<file path="config.mk">
export PLATFORM = sky130hd
export DESIGN_NAME = plt_life_monitor
export DESIGN_NICKNAME = d
export VERILOG_FILES = /design/src/plt_pkg.sv /design/src/plt_life_monitor.sv
export SDC_FILE = /design/constraint.sdc
export NUM_CORES = 1
export LEC_CHECK = 0
export BUFFER_PORTS_ARGS = -buffer_cell sky130_fd_sc_hd__clkbuf_2
export CAP_MARGIN = 15
export CORE_ASPECT_RATIO = 0.8
export CORE_MARGIN = 3
export CORE_UTILIZATION = 60
export DETAILED_ROUTE_END_ITERATION = 8
export PLACE_DENSITY = 0.91
export SLEW_MARGIN = 5
export SYNTH_ARGS = -nofsm -noshare
export SYNTH_HDL_FRONTEND = slang
export SYNTH_SLANG_ARGS = --single-unit
</file>
<file path="constraint.sdc">
create_clock -name aclk -period 4.9 [get_ports aclk]
set_input_delay 0.98 -clock aclk [delete_from_list [all_inputs] [get_ports aclk]]
set_output_delay 0.98 -clock aclk [all_outputs]
set_load 0.1 [all_outputs]
</file>
<file path="src/plt_pkg.sv">
// constants, register map and state codes of the parts life and maintenance timer
package plt_pkg;
   localparam longint unsigned CLK_HZ       = 64'd50_000_000;
   localparam longint unsigned HOUR_S       = 64'd3600;
   localparam longint unsigned HOUR_CYC     = CLK_HZ * HOUR_S;
   localparam longint unsigned EXCITE_MS    = 64'd1000;
   localparam longint unsigned EXCITE_CYC   = CLK_HZ * EXCITE_MS / 64'd1000;
   localparam int unsigned     CTRL_HRS_PCT = 500;

   localparam logic [7:0] OFS_LIFE_STATUS = 8'h00;
   localparam logic [7:0] OFS_INRUSH_LIFE = 8'h04;
   localparam logic [7:0] OFS_CTRL_LIFE   = 8'h08;
   localparam logic [7:0] OFS_MAIN_LIFE   = 8'h0c;
   localparam logic [7:0] OFS_MEAS_CTRL   = 8'h10;
   localparam logic [7:0] OFS_MAINT_HOURS = 8'h14;
   localparam logic [7:0] OFS_MAINT_LIMIT = 8'h18;
   localparam logic [7:0] OFS_TERM_SEL_A  = 8'h1c;
   localparam logic [7:0] OFS_TERM_SEL_B  = 8'h20;

   localparam logic [6:0]  LIFE_FULL        = 7'h64;
   localparam logic [6:0]  INRUSH_ALARM_PCT = 7'h0a;
   localparam logic [6:0]  CTRL_ALARM_PCT   = 7'h0a;
   localparam logic [6:0]  MAIN_ALARM_PCT   = 7'h55;
   localparam logic [13:0] INRUSH_PER_PCT   = 14'h2710;
   localparam logic [6:0]  HOURS_PER_UNIT   = 7'h64;
   localparam logic [13:0] MAINT_MAX        = 14'h270e;
   localparam logic [13:0] MAINT_OFF        = 14'h270f;
   localparam logic [13:0] MAINT_LIMIT_RST  = 14'h270f;

   localparam logic [3:0] MC_IDLE   = 4'h0;
   localparam logic [3:0] MC_ARMED  = 4'h1;
   localparam logic [3:0] MC_RUN    = 4'h2;
   localparam logic [3:0] MC_DONE   = 4'h3;
   localparam logic [3:0] MC_FORCED = 4'h8;
   localparam logic [3:0] MC_ERROR  = 4'h9;

   localparam int ST_CTRL   = 0;
   localparam int ST_MAIN   = 1;
   localparam int ST_FAN    = 2;
   localparam int ST_INRUSH = 3;

   // selector codes 90, 190, 95, 195
   localparam logic [7:0] SEL_LIFE_POS  = 8'h5a;
   localparam logic [7:0] SEL_LIFE_NEG  = 8'hbe;
   localparam logic [7:0] SEL_MAINT_POS = 8'h5f;
   localparam logic [7:0] SEL_MAINT_NEG = 8'hc3;

   localparam int PIN_MAINS  = 0;
   localparam int PIN_INRUSH = 1;
   localparam int PIN_STOP   = 2;
   localparam int PIN_START  = 3;
   localparam int PIN_MOTOR  = 4;
   localparam int PIN_COAST  = 5;
   localparam int PIN_HOT    = 6;
   localparam int PIN_N      = 7;

   localparam logic [1:0] RESP_OKAY   = 2'h0;
   localparam logic [1:0] RESP_SLVERR = 2'h2;

   typedef enum logic [0:0] {MS_WAIT, MS_EXCITE} plt_meas_e;
endpackage

</file>
<file path="src/plt_life_monitor.sv">
// parts life monitor, capacitor measurement sequencer and maintenance timer
// How it works
// - every 10000 relay closings costs one percent
// - inrush life at 10 percent sets bit3
// - control capacitor life falls with hours, heat
// - control capacitor below 10 percent sets bit0
// - main capacitor life updated per completed measurement
// - main capacitor 85 percent or less sets bit1
// - measurement codes 0,1,2,3,8,9; reset idle
// - software writes only 0 or 1
// - armed plus mains loss starts DC measurement
// - DC excitation lasts one second
// - early power return may leave code 2
// - start, stop or bad motor aborts measurement
// - slow fan shows indication, sets bit2
// - any single worn fan raises fan condition
// - hourly save, 100 h units, clamp 9998
// - only whole powered hours are counted
// - writing zero clears the maintenance count
// - count reaching limit raises alarm; 9999 disables
// - maintenance indication follows the alarm
// - maintenance alarm on selector 95 or 195
// - life alarm on selector 90 or 190
//
// The register offsets and the AXI4-Lite register port are this design's own decisions.
module plt_life_monitor
   import plt_pkg::*;
#(
   parameter int              NFAN          = 2,
   parameter longint unsigned HOUR_CYCLES   = HOUR_CYC,
   parameter longint unsigned EXCITE_CYCLES = EXCITE_CYC,
   parameter int unsigned     CTRL_HOURS    = CTRL_HRS_PCT
) (
   input  wire logic            aclk,
   input  wire logic            aresetn,
   input  wire logic [7:0]      s_axi_awaddr,
   input  wire logic            s_axi_awvalid,
   output logic                 s_axi_awready,
   input  wire logic [31:0]     s_axi_wdata,
   input  wire logic [3:0]      s_axi_wstrb,
   input  wire logic            s_axi_wvalid,
   output logic                 s_axi_wready,
   output logic [1:0]           s_axi_bresp,
   output logic                 s_axi_bvalid,
   input  wire logic            s_axi_bready,
   input  wire logic [7:0]      s_axi_araddr,
   input  wire logic            s_axi_arvalid,
   output logic                 s_axi_arready,
   output logic [31:0]          s_axi_rdata,
   output logic [1:0]           s_axi_rresp,
   output logic                 s_axi_rvalid,
   input  wire logic            s_axi_rready,
   input  wire logic            mains_present,
   input  wire logic            inrush_closed,
   input  wire logic            output_stop_input,
   input  wire logic            start_cmd,
   input  wire logic            motor_present,
   input  wire logic            motor_coasting,
   input  wire logic            temp_high,
   input  wire logic [NFAN-1:0] fan_slow,
   input  wire logic [7:0]      cap_capacity_pct,
   output logic                 life_alarm_out,
   output logic                 maintenance_alarm_out,
   output logic                 term_a_out,
   output logic                 term_b_out,
   output logic                 fan_wear_indication,
   output logic                 maintenance_indication,
   output logic                 dc_excite,
   output logic                 nv_save
);
   localparam int HCW = $clog2(HOUR_CYCLES);
   localparam int ECW = $clog2(EXCITE_CYCLES);
   function automatic logic term_drive(input logic [7:0] sel, input logic life,
                                       input logic maint);
      case (sel)
         SEL_LIFE_POS:  term_drive = life;
         SEL_LIFE_NEG:  term_drive = ~life;
         SEL_MAINT_POS: term_drive = maint;
         SEL_MAINT_NEG: term_drive = ~maint;
         default:       term_drive = 1'b0;
      endcase
   endfunction
   function automatic logic [31:0] lane_mask(input logic [3:0] strb);
      lane_mask = {{8{strb[3]}}, {8{strb[2]}}, {8{strb[1]}}, {8{strb[0]}}};
   endfunction
   // pin synchronisers
   logic [PIN_N-1:0] pin_s1_r, pin_s2_r, pin_d_r;
   logic [NFAN-1:0]  fan_s1_r, fan_s2_r;
   logic [7:0]       cap_s1_r, cap_s2_r;
   always_ff @(posedge aclk) begin
      if (!aresetn) begin
         {pin_s1_r, pin_s2_r, pin_d_r, fan_s1_r, fan_s2_r, cap_s1_r, cap_s2_r} <= '0;
      end else begin
         pin_s1_r <= {temp_high, motor_coasting, motor_present, start_cmd,
                      output_stop_input, inrush_closed, mains_present};
         pin_s2_r <= pin_s1_r;
         pin_d_r  <= pin_s2_r;
         fan_s1_r <= fan_slow;
         fan_s2_r <= fan_s1_r;
         cap_s1_r <= cap_capacity_pct;
         cap_s2_r <= cap_s1_r;
      end
   end
   logic mains, mains_fall, mains_rise, close_pulse;
   assign mains       = pin_s2_r[PIN_MAINS];
   assign mains_fall  = pin_d_r[PIN_MAINS] & ~mains;
   assign mains_rise  = ~pin_d_r[PIN_MAINS] & mains;
   assign close_pulse = pin_s2_r[PIN_INRUSH] & ~pin_d_r[PIN_INRUSH];

   // axi4-lite slave
   logic        aw_got_r, w_got_r, bvalid_r, rvalid_r;
   logic [7:0]  awaddr_r;
   logic [31:0] wdata_r, rdata_r;
   logic [3:0]  wstrb_r;
   logic [1:0]  bresp_r, rresp_r;
   logic        wr_en;
   logic [31:0] wmask, rd_mux;
   logic        rd_hit, wr_hit;
   assign s_axi_awready = ~aw_got_r & ~bvalid_r;
   assign s_axi_wready  = ~w_got_r & ~bvalid_r;
   assign s_axi_arready = ~rvalid_r;
   assign s_axi_bvalid  = bvalid_r;
   assign s_axi_bresp   = bresp_r;
   assign s_axi_rvalid  = rvalid_r;
   assign s_axi_rdata   = rdata_r;
   assign s_axi_rresp   = rresp_r;
   assign wr_en = aw_got_r & w_got_r & ~bvalid_r;
   assign wmask = lane_mask(wstrb_r);
   assign wr_hit = (awaddr_r <= OFS_TERM_SEL_B) && (awaddr_r[1:0] == 2'h0);
   assign rd_hit = (s_axi_araddr <= OFS_TERM_SEL_B) && (s_axi_araddr[1:0] == 2'h0);
   always_ff @(posedge aclk) begin
      if (!aresetn) begin
         {aw_got_r, w_got_r, bvalid_r} <= '0;
         {awaddr_r, wdata_r, wstrb_r}  <= '0;
         bresp_r                       <= RESP_OKAY;
      end else begin
         if (s_axi_awvalid && s_axi_awready) begin
            aw_got_r <= 1'b1;
            awaddr_r <= s_axi_awaddr;
         end
         if (s_axi_wvalid && s_axi_wready) begin
            w_got_r <= 1'b1;
            wdata_r <= s_axi_wdata;
            wstrb_r <= s_axi_wstrb;
         end
         if (wr_en) begin
            aw_got_r <= 1'b0;
            w_got_r  <= 1'b0;
            bvalid_r <= 1'b1;
            bresp_r  <= wr_hit ? RESP_OKAY : RESP_SLVERR;
         end else if (bvalid_r && s_axi_bready) begin
            bvalid_r <= 1'b0;
         end
      end
   end

   // life, measurement and timer state
   logic [3:0]  status_r;
   logic [6:0]  inrush_life_r, ctrl_life_r, main_life_r;
   logic [13:0] close_cnt_r;
   logic [15:0] ctrl_hr_acc_r;
   logic        main_measured_r;
   logic [3:0]  meas_code_r;
   plt_meas_e   meas_st_r;
   logic [ECW-1:0] exc_cnt_r;
   logic [HCW-1:0] hour_cyc_r;
   logic        hour_tick_r;
   logic [6:0]  sub_hours_r;
   logic [13:0] maint_hours_r, maint_limit_r;
   logic        maint_alarm_r;
   logic [7:0]  sel_a_r, sel_b_r;
   logic [NFAN-1:0] fan_worn_r;
   logic        life_alarm;
   logic [31:0] wd;
   logic        wr_meas, wr_hours, abort_stop, abort_motor, excite_end;
   assign wd          = wdata_r & wmask;
   assign wr_meas     = wr_en && awaddr_r == OFS_MEAS_CTRL;
   assign wr_hours    = wr_en && awaddr_r == OFS_MAINT_HOURS;
   assign abort_stop  = pin_s2_r[PIN_STOP] | pin_s2_r[PIN_START];
   assign abort_motor = ~pin_s2_r[PIN_MOTOR] | pin_s2_r[PIN_COAST];
   assign excite_end  = exc_cnt_r == ECW'(EXCITE_CYCLES - 64'd1);
   assign life_alarm  = |status_r;

   always_comb begin
      rd_mux = '0;
      case (s_axi_araddr)
         OFS_LIFE_STATUS: rd_mux[3:0]  = status_r;
         OFS_INRUSH_LIFE: rd_mux[6:0]  = inrush_life_r;
         OFS_CTRL_LIFE:   rd_mux[6:0]  = ctrl_life_r;
         OFS_MAIN_LIFE:   rd_mux[6:0]  = main_life_r;
         OFS_MEAS_CTRL:   rd_mux[3:0]  = meas_code_r;
         OFS_MAINT_HOURS: rd_mux[13:0] = maint_hours_r;
         OFS_MAINT_LIMIT: rd_mux[13:0] = maint_limit_r;
         OFS_TERM_SEL_A:  rd_mux[7:0]  = sel_a_r;
         OFS_TERM_SEL_B:  rd_mux[7:0]  = sel_b_r;
         default:         rd_mux = '0;
      endcase
   end
   always_ff @(posedge aclk) begin
      if (!aresetn) begin
         {rvalid_r, rdata_r} <= '0;
         rresp_r             <= RESP_OKAY;
      end else if (s_axi_arvalid && s_axi_arready) begin
         rvalid_r <= 1'b1;
         rdata_r  <= rd_mux;
         rresp_r  <= rd_hit ? RESP_OKAY : RESP_SLVERR;
      end else if (rvalid_r && s_axi_rready) begin
         rvalid_r <= 1'b0;
      end
   end

   // inrush circuit wear
   always_ff @(posedge aclk) begin
      if (!aresetn) begin
         close_cnt_r   <= '0;
         inrush_life_r <= LIFE_FULL;
      end else if (close_pulse) begin
         if (close_cnt_r == INRUSH_PER_PCT - 14'h1) begin
            close_cnt_r <= '0;
            if (inrush_life_r != '0)
               inrush_life_r <= inrush_life_r - 7'h1;
         end else begin
            close_cnt_r <= close_cnt_r + 14'h1;
         end
      end
   end
   // powered hour tick; a partial hour is dropped at power loss and restart
   always_ff @(posedge aclk) begin
      if (!aresetn) begin
         {hour_cyc_r, hour_tick_r} <= '0;
      end else begin
         hour_tick_r <= 1'b0;
         if (!mains || mains_rise) begin
            hour_cyc_r <= '0;
         end else if (hour_cyc_r == HCW'(HOUR_CYCLES - 64'd1)) begin
            hour_cyc_r  <= '0;
            hour_tick_r <= 1'b1;
         end else begin
            hour_cyc_r <= hour_cyc_r + HCW'(1);
         end
      end
   end
   assign nv_save = hour_tick_r;

   // control capacitor ages faster when hot
   always_ff @(posedge aclk) begin
      if (!aresetn) begin
         ctrl_hr_acc_r <= '0;
         ctrl_life_r   <= LIFE_FULL;
      end else if (hour_tick_r) begin
         if (ctrl_hr_acc_r + 16'(pin_s2_r[PIN_HOT]) + 16'h1 >= 16'(CTRL_HOURS)) begin
            ctrl_hr_acc_r <= '0;
            if (ctrl_life_r != '0)
               ctrl_life_r <= ctrl_life_r - 7'h1;
         end else begin
            ctrl_hr_acc_r <= ctrl_hr_acc_r + 16'(pin_s2_r[PIN_HOT]) + 16'h1;
         end
      end
   end

   // main capacitor measurement sequencer
   always_ff @(posedge aclk) begin
      if (!aresetn) begin
         meas_st_r       <= MS_WAIT;
         meas_code_r     <= MC_IDLE;
         exc_cnt_r       <= '0;
         main_life_r     <= LIFE_FULL;
         main_measured_r <= 1'b0;
      end else begin
         case (meas_st_r)
            MS_WAIT: begin
               if (meas_code_r == MC_ARMED && mains_fall) begin
                  meas_st_r   <= MS_EXCITE;
                  meas_code_r <= MC_RUN;
                  exc_cnt_r   <= '0;
               end else if (wr_meas && wd[31:4] == '0 && wd[3:1] == 3'h0) begin
                  meas_code_r <= wd[3:0];
               end
            end
            MS_EXCITE: begin
               if (abort_stop) begin
                  meas_st_r   <= MS_WAIT;
                  meas_code_r <= MC_FORCED;
               end else if (abort_motor) begin
                  meas_st_r   <= MS_WAIT;
                  meas_code_r <= MC_ERROR;
               end else if (mains) begin
                  meas_st_r <= MS_WAIT;
               end else if (excite_end) begin
                  meas_st_r       <= MS_WAIT;
                  meas_code_r     <= MC_DONE;
                  main_measured_r <= 1'b1;
                  main_life_r     <= (cap_s2_r > 8'(LIFE_FULL)) ? LIFE_FULL
                                                               : cap_s2_r[6:0];
               end else begin
                  exc_cnt_r <= exc_cnt_r + ECW'(1);
               end
            end
            default: meas_st_r <= MS_WAIT;
         endcase
      end
   end
   assign dc_excite = meas_st_r == MS_EXCITE;

   // per-fan wear flags
   genvar gi;
   generate
      for (gi = 0; gi < NFAN; gi++) begin : g_fan
         always_ff @(posedge aclk) begin
            if (!aresetn)
               fan_worn_r[gi] <= 1'b0;
            else if (fan_s2_r[gi])
               fan_worn_r[gi] <= 1'b1;
         end
      end
   endgenerate

   // life status word
   always_ff @(posedge aclk) begin
      if (!aresetn) begin
         status_r <= '0;
      end else begin
         status_r[ST_INRUSH] <= inrush_life_r <= INRUSH_ALARM_PCT;
         status_r[ST_CTRL]   <= ctrl_life_r < CTRL_ALARM_PCT;
         status_r[ST_MAIN]   <= main_measured_r && main_life_r <= MAIN_ALARM_PCT;
         status_r[ST_FAN]    <= |fan_worn_r;
      end
   end
   // maintenance timer
   always_ff @(posedge aclk) begin
      if (!aresetn) begin
         {sub_hours_r, maint_hours_r} <= '0;
      end else if (wr_hours && wd[13:0] == 14'h0) begin
         {sub_hours_r, maint_hours_r} <= '0;
      end else if (hour_tick_r) begin
         if (sub_hours_r == HOURS_PER_UNIT - 7'h1) begin
            sub_hours_r <= '0;
            if (maint_hours_r < MAINT_MAX)
               maint_hours_r <= maint_hours_r + 14'h1;
         end else begin
            sub_hours_r <= sub_hours_r + 7'h1;
         end
      end
   end
   // software configuration and alarm outputs
   always_ff @(posedge aclk) begin
      if (!aresetn) begin
         maint_limit_r      <= MAINT_LIMIT_RST;
         {sel_a_r, sel_b_r} <= '0;
      end else if (wr_en) begin
         if (awaddr_r == OFS_MAINT_LIMIT && wd[31:14] == '0 && wd[13:0] <= MAINT_OFF)
            maint_limit_r <= wd[13:0];
         if (awaddr_r == OFS_TERM_SEL_A)
            sel_a_r <= wd[7:0];
         if (awaddr_r == OFS_TERM_SEL_B)
            sel_b_r <= wd[7:0];
      end
   end
   always_ff @(posedge aclk) begin
      if (!aresetn) begin
         {maint_alarm_r, term_a_out, term_b_out} <= '0;
      end else begin
         maint_alarm_r <= maint_limit_r != MAINT_OFF && maint_hours_r >= maint_limit_r;
         term_a_out    <= term_drive(sel_a_r, life_alarm, maint_alarm_r);
         term_b_out    <= term_drive(sel_b_r, life_alarm, maint_alarm_r);
      end
   end
   assign life_alarm_out         = life_alarm;
   assign maintenance_alarm_out  = maint_alarm_r;
   assign maintenance_indication = maint_alarm_r;
   assign fan_wear_indication    = status_r[ST_FAN];
endmodule

</file>
# [Yosys cells after proc, flatten, opt, wreduce, memory -nomap -nowiden]
# Cells that the tools add are included.
# W data, S select, Z words.
[op_classes] add_sub_neg=9 magnitude_cmp=10 eq_ne=35 n_mux=36 n_bitwise=24 reduce_logical=45
[op_table] op="$mux W26" count=5
[op_table] op="$eq A8 B5 Y1 const B" count=8
[op_table] op="$pmux W26 S2" count=1
[op_table] op="$add A38 B1 Y38 const B" count=1
[op_table] op="$eq A38 B38 Y1 const B" count=1
[op_table] op="$pmux W4 S9" count=1
[op_table] op="$and A32 B32 Y32" count=1
[op_table] op="$eq A8 B7 Y1 const B" count=4
[op_table] op="$eq A8 B8 Y1 const B" count=4
[op_table] op="$add A14 B1 Y14 const B" count=2
[op_table] op="$logic_not A28 Y1" count=1
[op_table] op="$add A26 B1 Y26 const B" count=1
[op_table] op="$eq A26 B26 Y1 const B" count=1
[op_table] op="$mux W4" count=6
[op_table] op="$pmux W3 S7" count=1
[op_table] op="$logic_not A18 Y1" count=1
[op_table] op="$logic_and A1 B1 Y1" count=17
[op_table] op="$add A16 B1 Y16" count=1
[op_table] op="$add A16 B1 Y16 const B" count=1
[op_table] op="$eq A8 B4 Y1 const B" count=2
[op_table] op="$eq A8 B6 Y1 const B" count=2
[op_table] op="$ge A16 B9 Y1 const B" count=1
[op_table] op="$le A8 B6 Y1 const B" count=2
[op_table] op="$mux W16" count=1
[op_table] op="43 further kinds" count=93
[totals] regBits=284 in_bits=76 output_inout_bits=49 wordCells=198

# [Logic depth before layout (Yosys ltp)]
[logic_depth] word_depth=8 mapped_depth=14 mapped_depth_nobuf=11

# [Least setup slack after synthesis]
# Ideal clock, no wire load.
[synth_timing] path_type="register -> register" startpoint="register bvalid_r, in the netlist s_axi_bvalid" endpoint="register wdata_r[10]" setup_time_ns=0.070 arrival_time_ns=3.114 t_required_ns=4.830 path_slack_ns=1.716 stages_incl_launch_ff=7 n_path_buf=2 period_less_slack_ns=3.184 cell_sequence="dfxtp_1 nor2_1 and2_1 clkbuf_1 clkbuf_1 nand2_1 a21oi_1"
[synth_between] elab_chain_len=3
[synth_lines] item="start: declaration" line="plt_life_monitor.sv:111" rtl="logic aw_got_r, w_got_r, bvalid_r, rvalid_r;"
[synth_lines] item="start signal: assignment" line="plt_life_monitor.sv:133" rtl="{aw_got_r, w_got_r, bvalid_r} <= '0;"
[synth_lines] item="start signal: assignment" line="plt_life_monitor.sv:149" rtl="bvalid_r <= 1'b1;"
[synth_lines] item="start signal: assignment" line="plt_life_monitor.sv:152" rtl="bvalid_r <= 1'b0;"
[synth_lines] item="$not A1 Y1" line="plt_life_monitor.sv:120" rtl="assign s_axi_wready = ~w_got_r & ~bvalid_r;"
[synth_lines] item="$and A1 B1 Y1" line="plt_life_monitor.sv:120"
[synth_lines] item="via s_axi_wready" line="plt_life_monitor.sv:42" rtl="output logic s_axi_wready,"
[synth_lines] item="$logic_and A1 B1 Y1" line="plt_life_monitor.sv:141" rtl="if (s_axi_wvalid && s_axi_wready) begin"
[synth_lines] item="end signal: assignment" line="plt_life_monitor.sv:143" rtl="wdata_r <= s_axi_wdata;"
[synth_lines] item="end: declaration" line="plt_life_monitor.sv:113" rtl="logic [31:0] wdata_r, rdata_r;"
# The timed path passes the listed nets, and every way through them passes these cells.
# A chain may end at the register's enable or synchronous reset.

# [Final worst setup path]
[layout_timing] startpoint="register status_r[2]" endpoint="output port life_alarm_out"
[layout_between] elab_chain_len=1
[layout_lines] item="start: declaration" line="plt_life_monitor.sv:158" rtl="logic [3:0] status_r;"
[layout_lines] item="start signal: indexed assignment" line="plt_life_monitor.sv:324" rtl="status_r[ST_CTRL] <= ctrl_life_r < CTRL_ALARM_PCT;"
[layout_lines] item="start signal: indexed assignment" line="plt_life_monitor.sv:326" rtl="status_r[ST_FAN] <= |fan_worn_r;"
[layout_lines] item="$reduce_or A4 Y1" line="plt_life_monitor.sv:182" rtl="assign life_alarm = |status_r;"
[layout_lines] item="end: declaration" line="plt_life_monitor.sv:62" rtl="output logic life_alarm_out,"
# Every way passes these cells.

==> out/summary.txt <==
hold slack: 0.434 ns
Critical Path Max Stage Delay: 0.84 ns
Starting Density: 62.6%
asr flop ratio synth: 0%
Max VDD drop: 0.282 mV
DP HPWL: 20700 um
fmax: 305 MHz
ant diodes: 0
cells after synthesis: 1456
Fin Setup TNS: 0 ns
total CTS buffers: 27
worst skew pair latency: 0.55 ns
number of fillers in the final layout: 1432
Remaining DRCs: 0
slowest stage cell on the critical path: nor4_1
CTS root buf: clkbuf_16
dpl cells: 1762
CP Cell Sequence: nor4_1, inv_1, clkbuf_2
worst reg2reg startpoint: ctrl_hr_acc_r[0]$_SDFFE_PN0P_
Max-Cap Viols: 0
Int Power: 3960 uW
Core Region: 20300 um^2
cts hold-fix bufs: 0
GP Congestion: 0.924
Port Buffers: 104
# clock sinks: 282
flop2flop setup slack: 1.64 ns
Post-synth EDFFs: 0
Worst-path clk slew: 0.07 ns
Pre-Repair DR Iteration Count: 6
Worst Hold Depth: 1
gr ovfl total: 0
initial antenna violation count: 0
YS warnings: 0
Clock Path Buffers: 3
Slew Limit Fails: 0
Hold Path Sink: cap_s2_r[6]$_SDFF_PN0_
Leak: 0.00568 uW
Crit path depth: 3
overall power: 5210 uW
IO Pins: 125
M1 GR Usage: 35.2%
worst-path fanout max: 5
largest net degree at the start of global routing: 85
family with the most delay on the worst path: simple AND/OR/NAND/NOR gates
share of cells above drive strength 1: 12.8%
Crit. End Element: output port
Worst Reg2Reg Path Length in Cells: 12
reg2reg end: ctrl_hr_acc_r[2]$_SDFFE_PN0P_
DIE HEIGHT: 136 um
CTS resizes: 0
pre-CTS WS: 1.78 ns
synthesis-to-finish area growth: 12.9%
CTS tree: yes
# setup viols final: 0
final wirelength: 30900 um
die extent in x: 169 um
first-pass GRT wire length: 49800 um
RSZ-0062 raised after global routing: false
NetSw: 1250 uW
Critical Path Source Type: register
busiest grt layer: met2
FP Rows: 46
CP required: 3.92 ns
most common cell after layout, fill and taps aside: dfxtp_1
HP Start: cap_s1_r[6]$_SDFF_PN0_
Buf/Inv on CP: 2
full die area: 22900 um^2
ys flop type: dfxtp_1
1st-iter DRT viols: 1066
vias in the first global route: 10200
register area share after synthesis: 44.5%
commonest cells after routing, fill and taps aside: dfxtp_1, nand2_1, nor2_1
DR vias: 10900
max_slew headroom: 30.4%
GRT Total Usage: 25.8%
Pwr Density: 364 nW/um^2
final std cells w/o fill: 1814
vias per cell: 6.00
Comb pwr share: 7.3%
GR Layer Usage met3: 4.36%
Post-CTS Setup Bufs: 0
Tcrit/Tclk final: 67.0%
Layout Skew: 0.0126 ns
sw frac: 24.0%
Clk pwr share: 46.8%
H-tree depth: 1
Final nets: 1630
kind of critical path: register to output port
worst slew pin tran: 1.04 ns
Final Hold Fails: 0
Tmin final: 3.28 ns
share of power burned in registers: 45.9%
WP data arrival: 2.30 ns
flops & latches, synth: 282
Syn Area/Cell: 8.71 um^2
status: complete, no violations
Netlist cell types: 80
Hold WC Path Type: register to register
setup ws final: 1.62 ns
drt wl/cell: 17.1 um
final antenna-violating net count: 0
synthesized area: 12700 um^2
GRT met2 Usage: 42.1%
-- cell type report --
cell class	count	area (um^2)	area share (%)
Clock buffer	32	744	5.20
Timing Repair Buffer	112	621	4.34
Clock inverter	18	320	2.24
Inverter	39	148	1.03
Multi-Input combinational cell	1067	6500	45.4
Sequential cell	282	5650	39.5
Tap cell	264	330	2.31
-- worst max path at each step --
stage                                    endpoint                          start
floorplan                wdata_r[10]$_SDFFE_PN0P_      s_axi_bvalid$_SDFFE_PN0P_
global placement      ctrl_life_r[5]$_SDFFE_PN1P_  ctrl_hr_acc_r[0]$_SDFFE_PN0P_
detailed placement    ctrl_life_r[5]$_SDFFE_PN1P_  ctrl_hr_acc_r[0]$_SDFFE_PN0P_
CTS                                life_alarm_out         status_r[2]$_SDFF_PN0_
global route        ctrl_hr_acc_r[2]$_SDFFE_PN0P_  ctrl_hr_acc_r[0]$_SDFFE_PN0P_
finish                             life_alarm_out         status_r[2]$_SDFF_PN0_
-- logic make-up after synthesis --
kind of cell / share of synthesized area [%]
buf+inv: 4.77
fa+ha+maj: 2.47
mux: 4.50
flops: 44.5
simple gates: 27.0
xor+xnor: 6.63
other cells: 0.0296
compound gates: 10.0
-- metal layers --
layer,vias to the layer above,part of all wire [%]
met4,0,3.0
li1,5136,-
met3,90,8.2
met1,5134,42
met5,-,0
met2,526,46
-- state kept, by name, indices dropped and copies added, names as in the netlist, 8 cells and up --
name,cells
close_cnt_r,14
cap_s1_r,8
s_axi_rdata,14
cap_s2_r,8
hour_cyc_r,38
wdata_r,32
sel_a_r,8
sel_b_r,8
ctrl_hr_acc_r,16
awaddr_r,8
maint_limit_r,14
exc_cnt_r,26
maint_hours_r,14
-- synth_stat cells, types with 25 or more instances --
library cell,instances,area share (%)
dfxtp_1,282,45
and3_1,32,1.6
clkbuf_1,42,1.2
xor2_1,65,4.5
xnor2_1,31,2.1
and2_1,53,2.6
nor3_1,29,1.1
inv_1,38,1.1
nand3_1,51,2.0
nand4_1,35,1.7
nor2_1,186,5.5
a21oi_1,88,3.5
mux2i_1,30,2.4
o21ai_0,29,1.1
buf_4,28,1.7
ha_1,25,2.5
nand2_1,190,5.6
-- power groups by stage --
stage | registers (uW) | clock network [uW] | logic (uW)
after floorplan | 2470 | 0 | 269
after global placement | 2440 | 0 | 355
after detailed placement | 2440 | 0 | 362
after CTS | 2390 | 2460 | 367
after global routing | 2400 | 2550 | 407
final | 2390 | 2440 | 380
-- metrics by stage --
stage / util, % / area (um^2)
final: 70.6 / 14300
after global routing: 70.6 / 14300
after CTS: 70.4 / 14300
after detailed placement: 65.1 / 13200
after global placement: 65.1 / 13200
after floorplan: - / 12800
(Power assumes the default switching activity.)
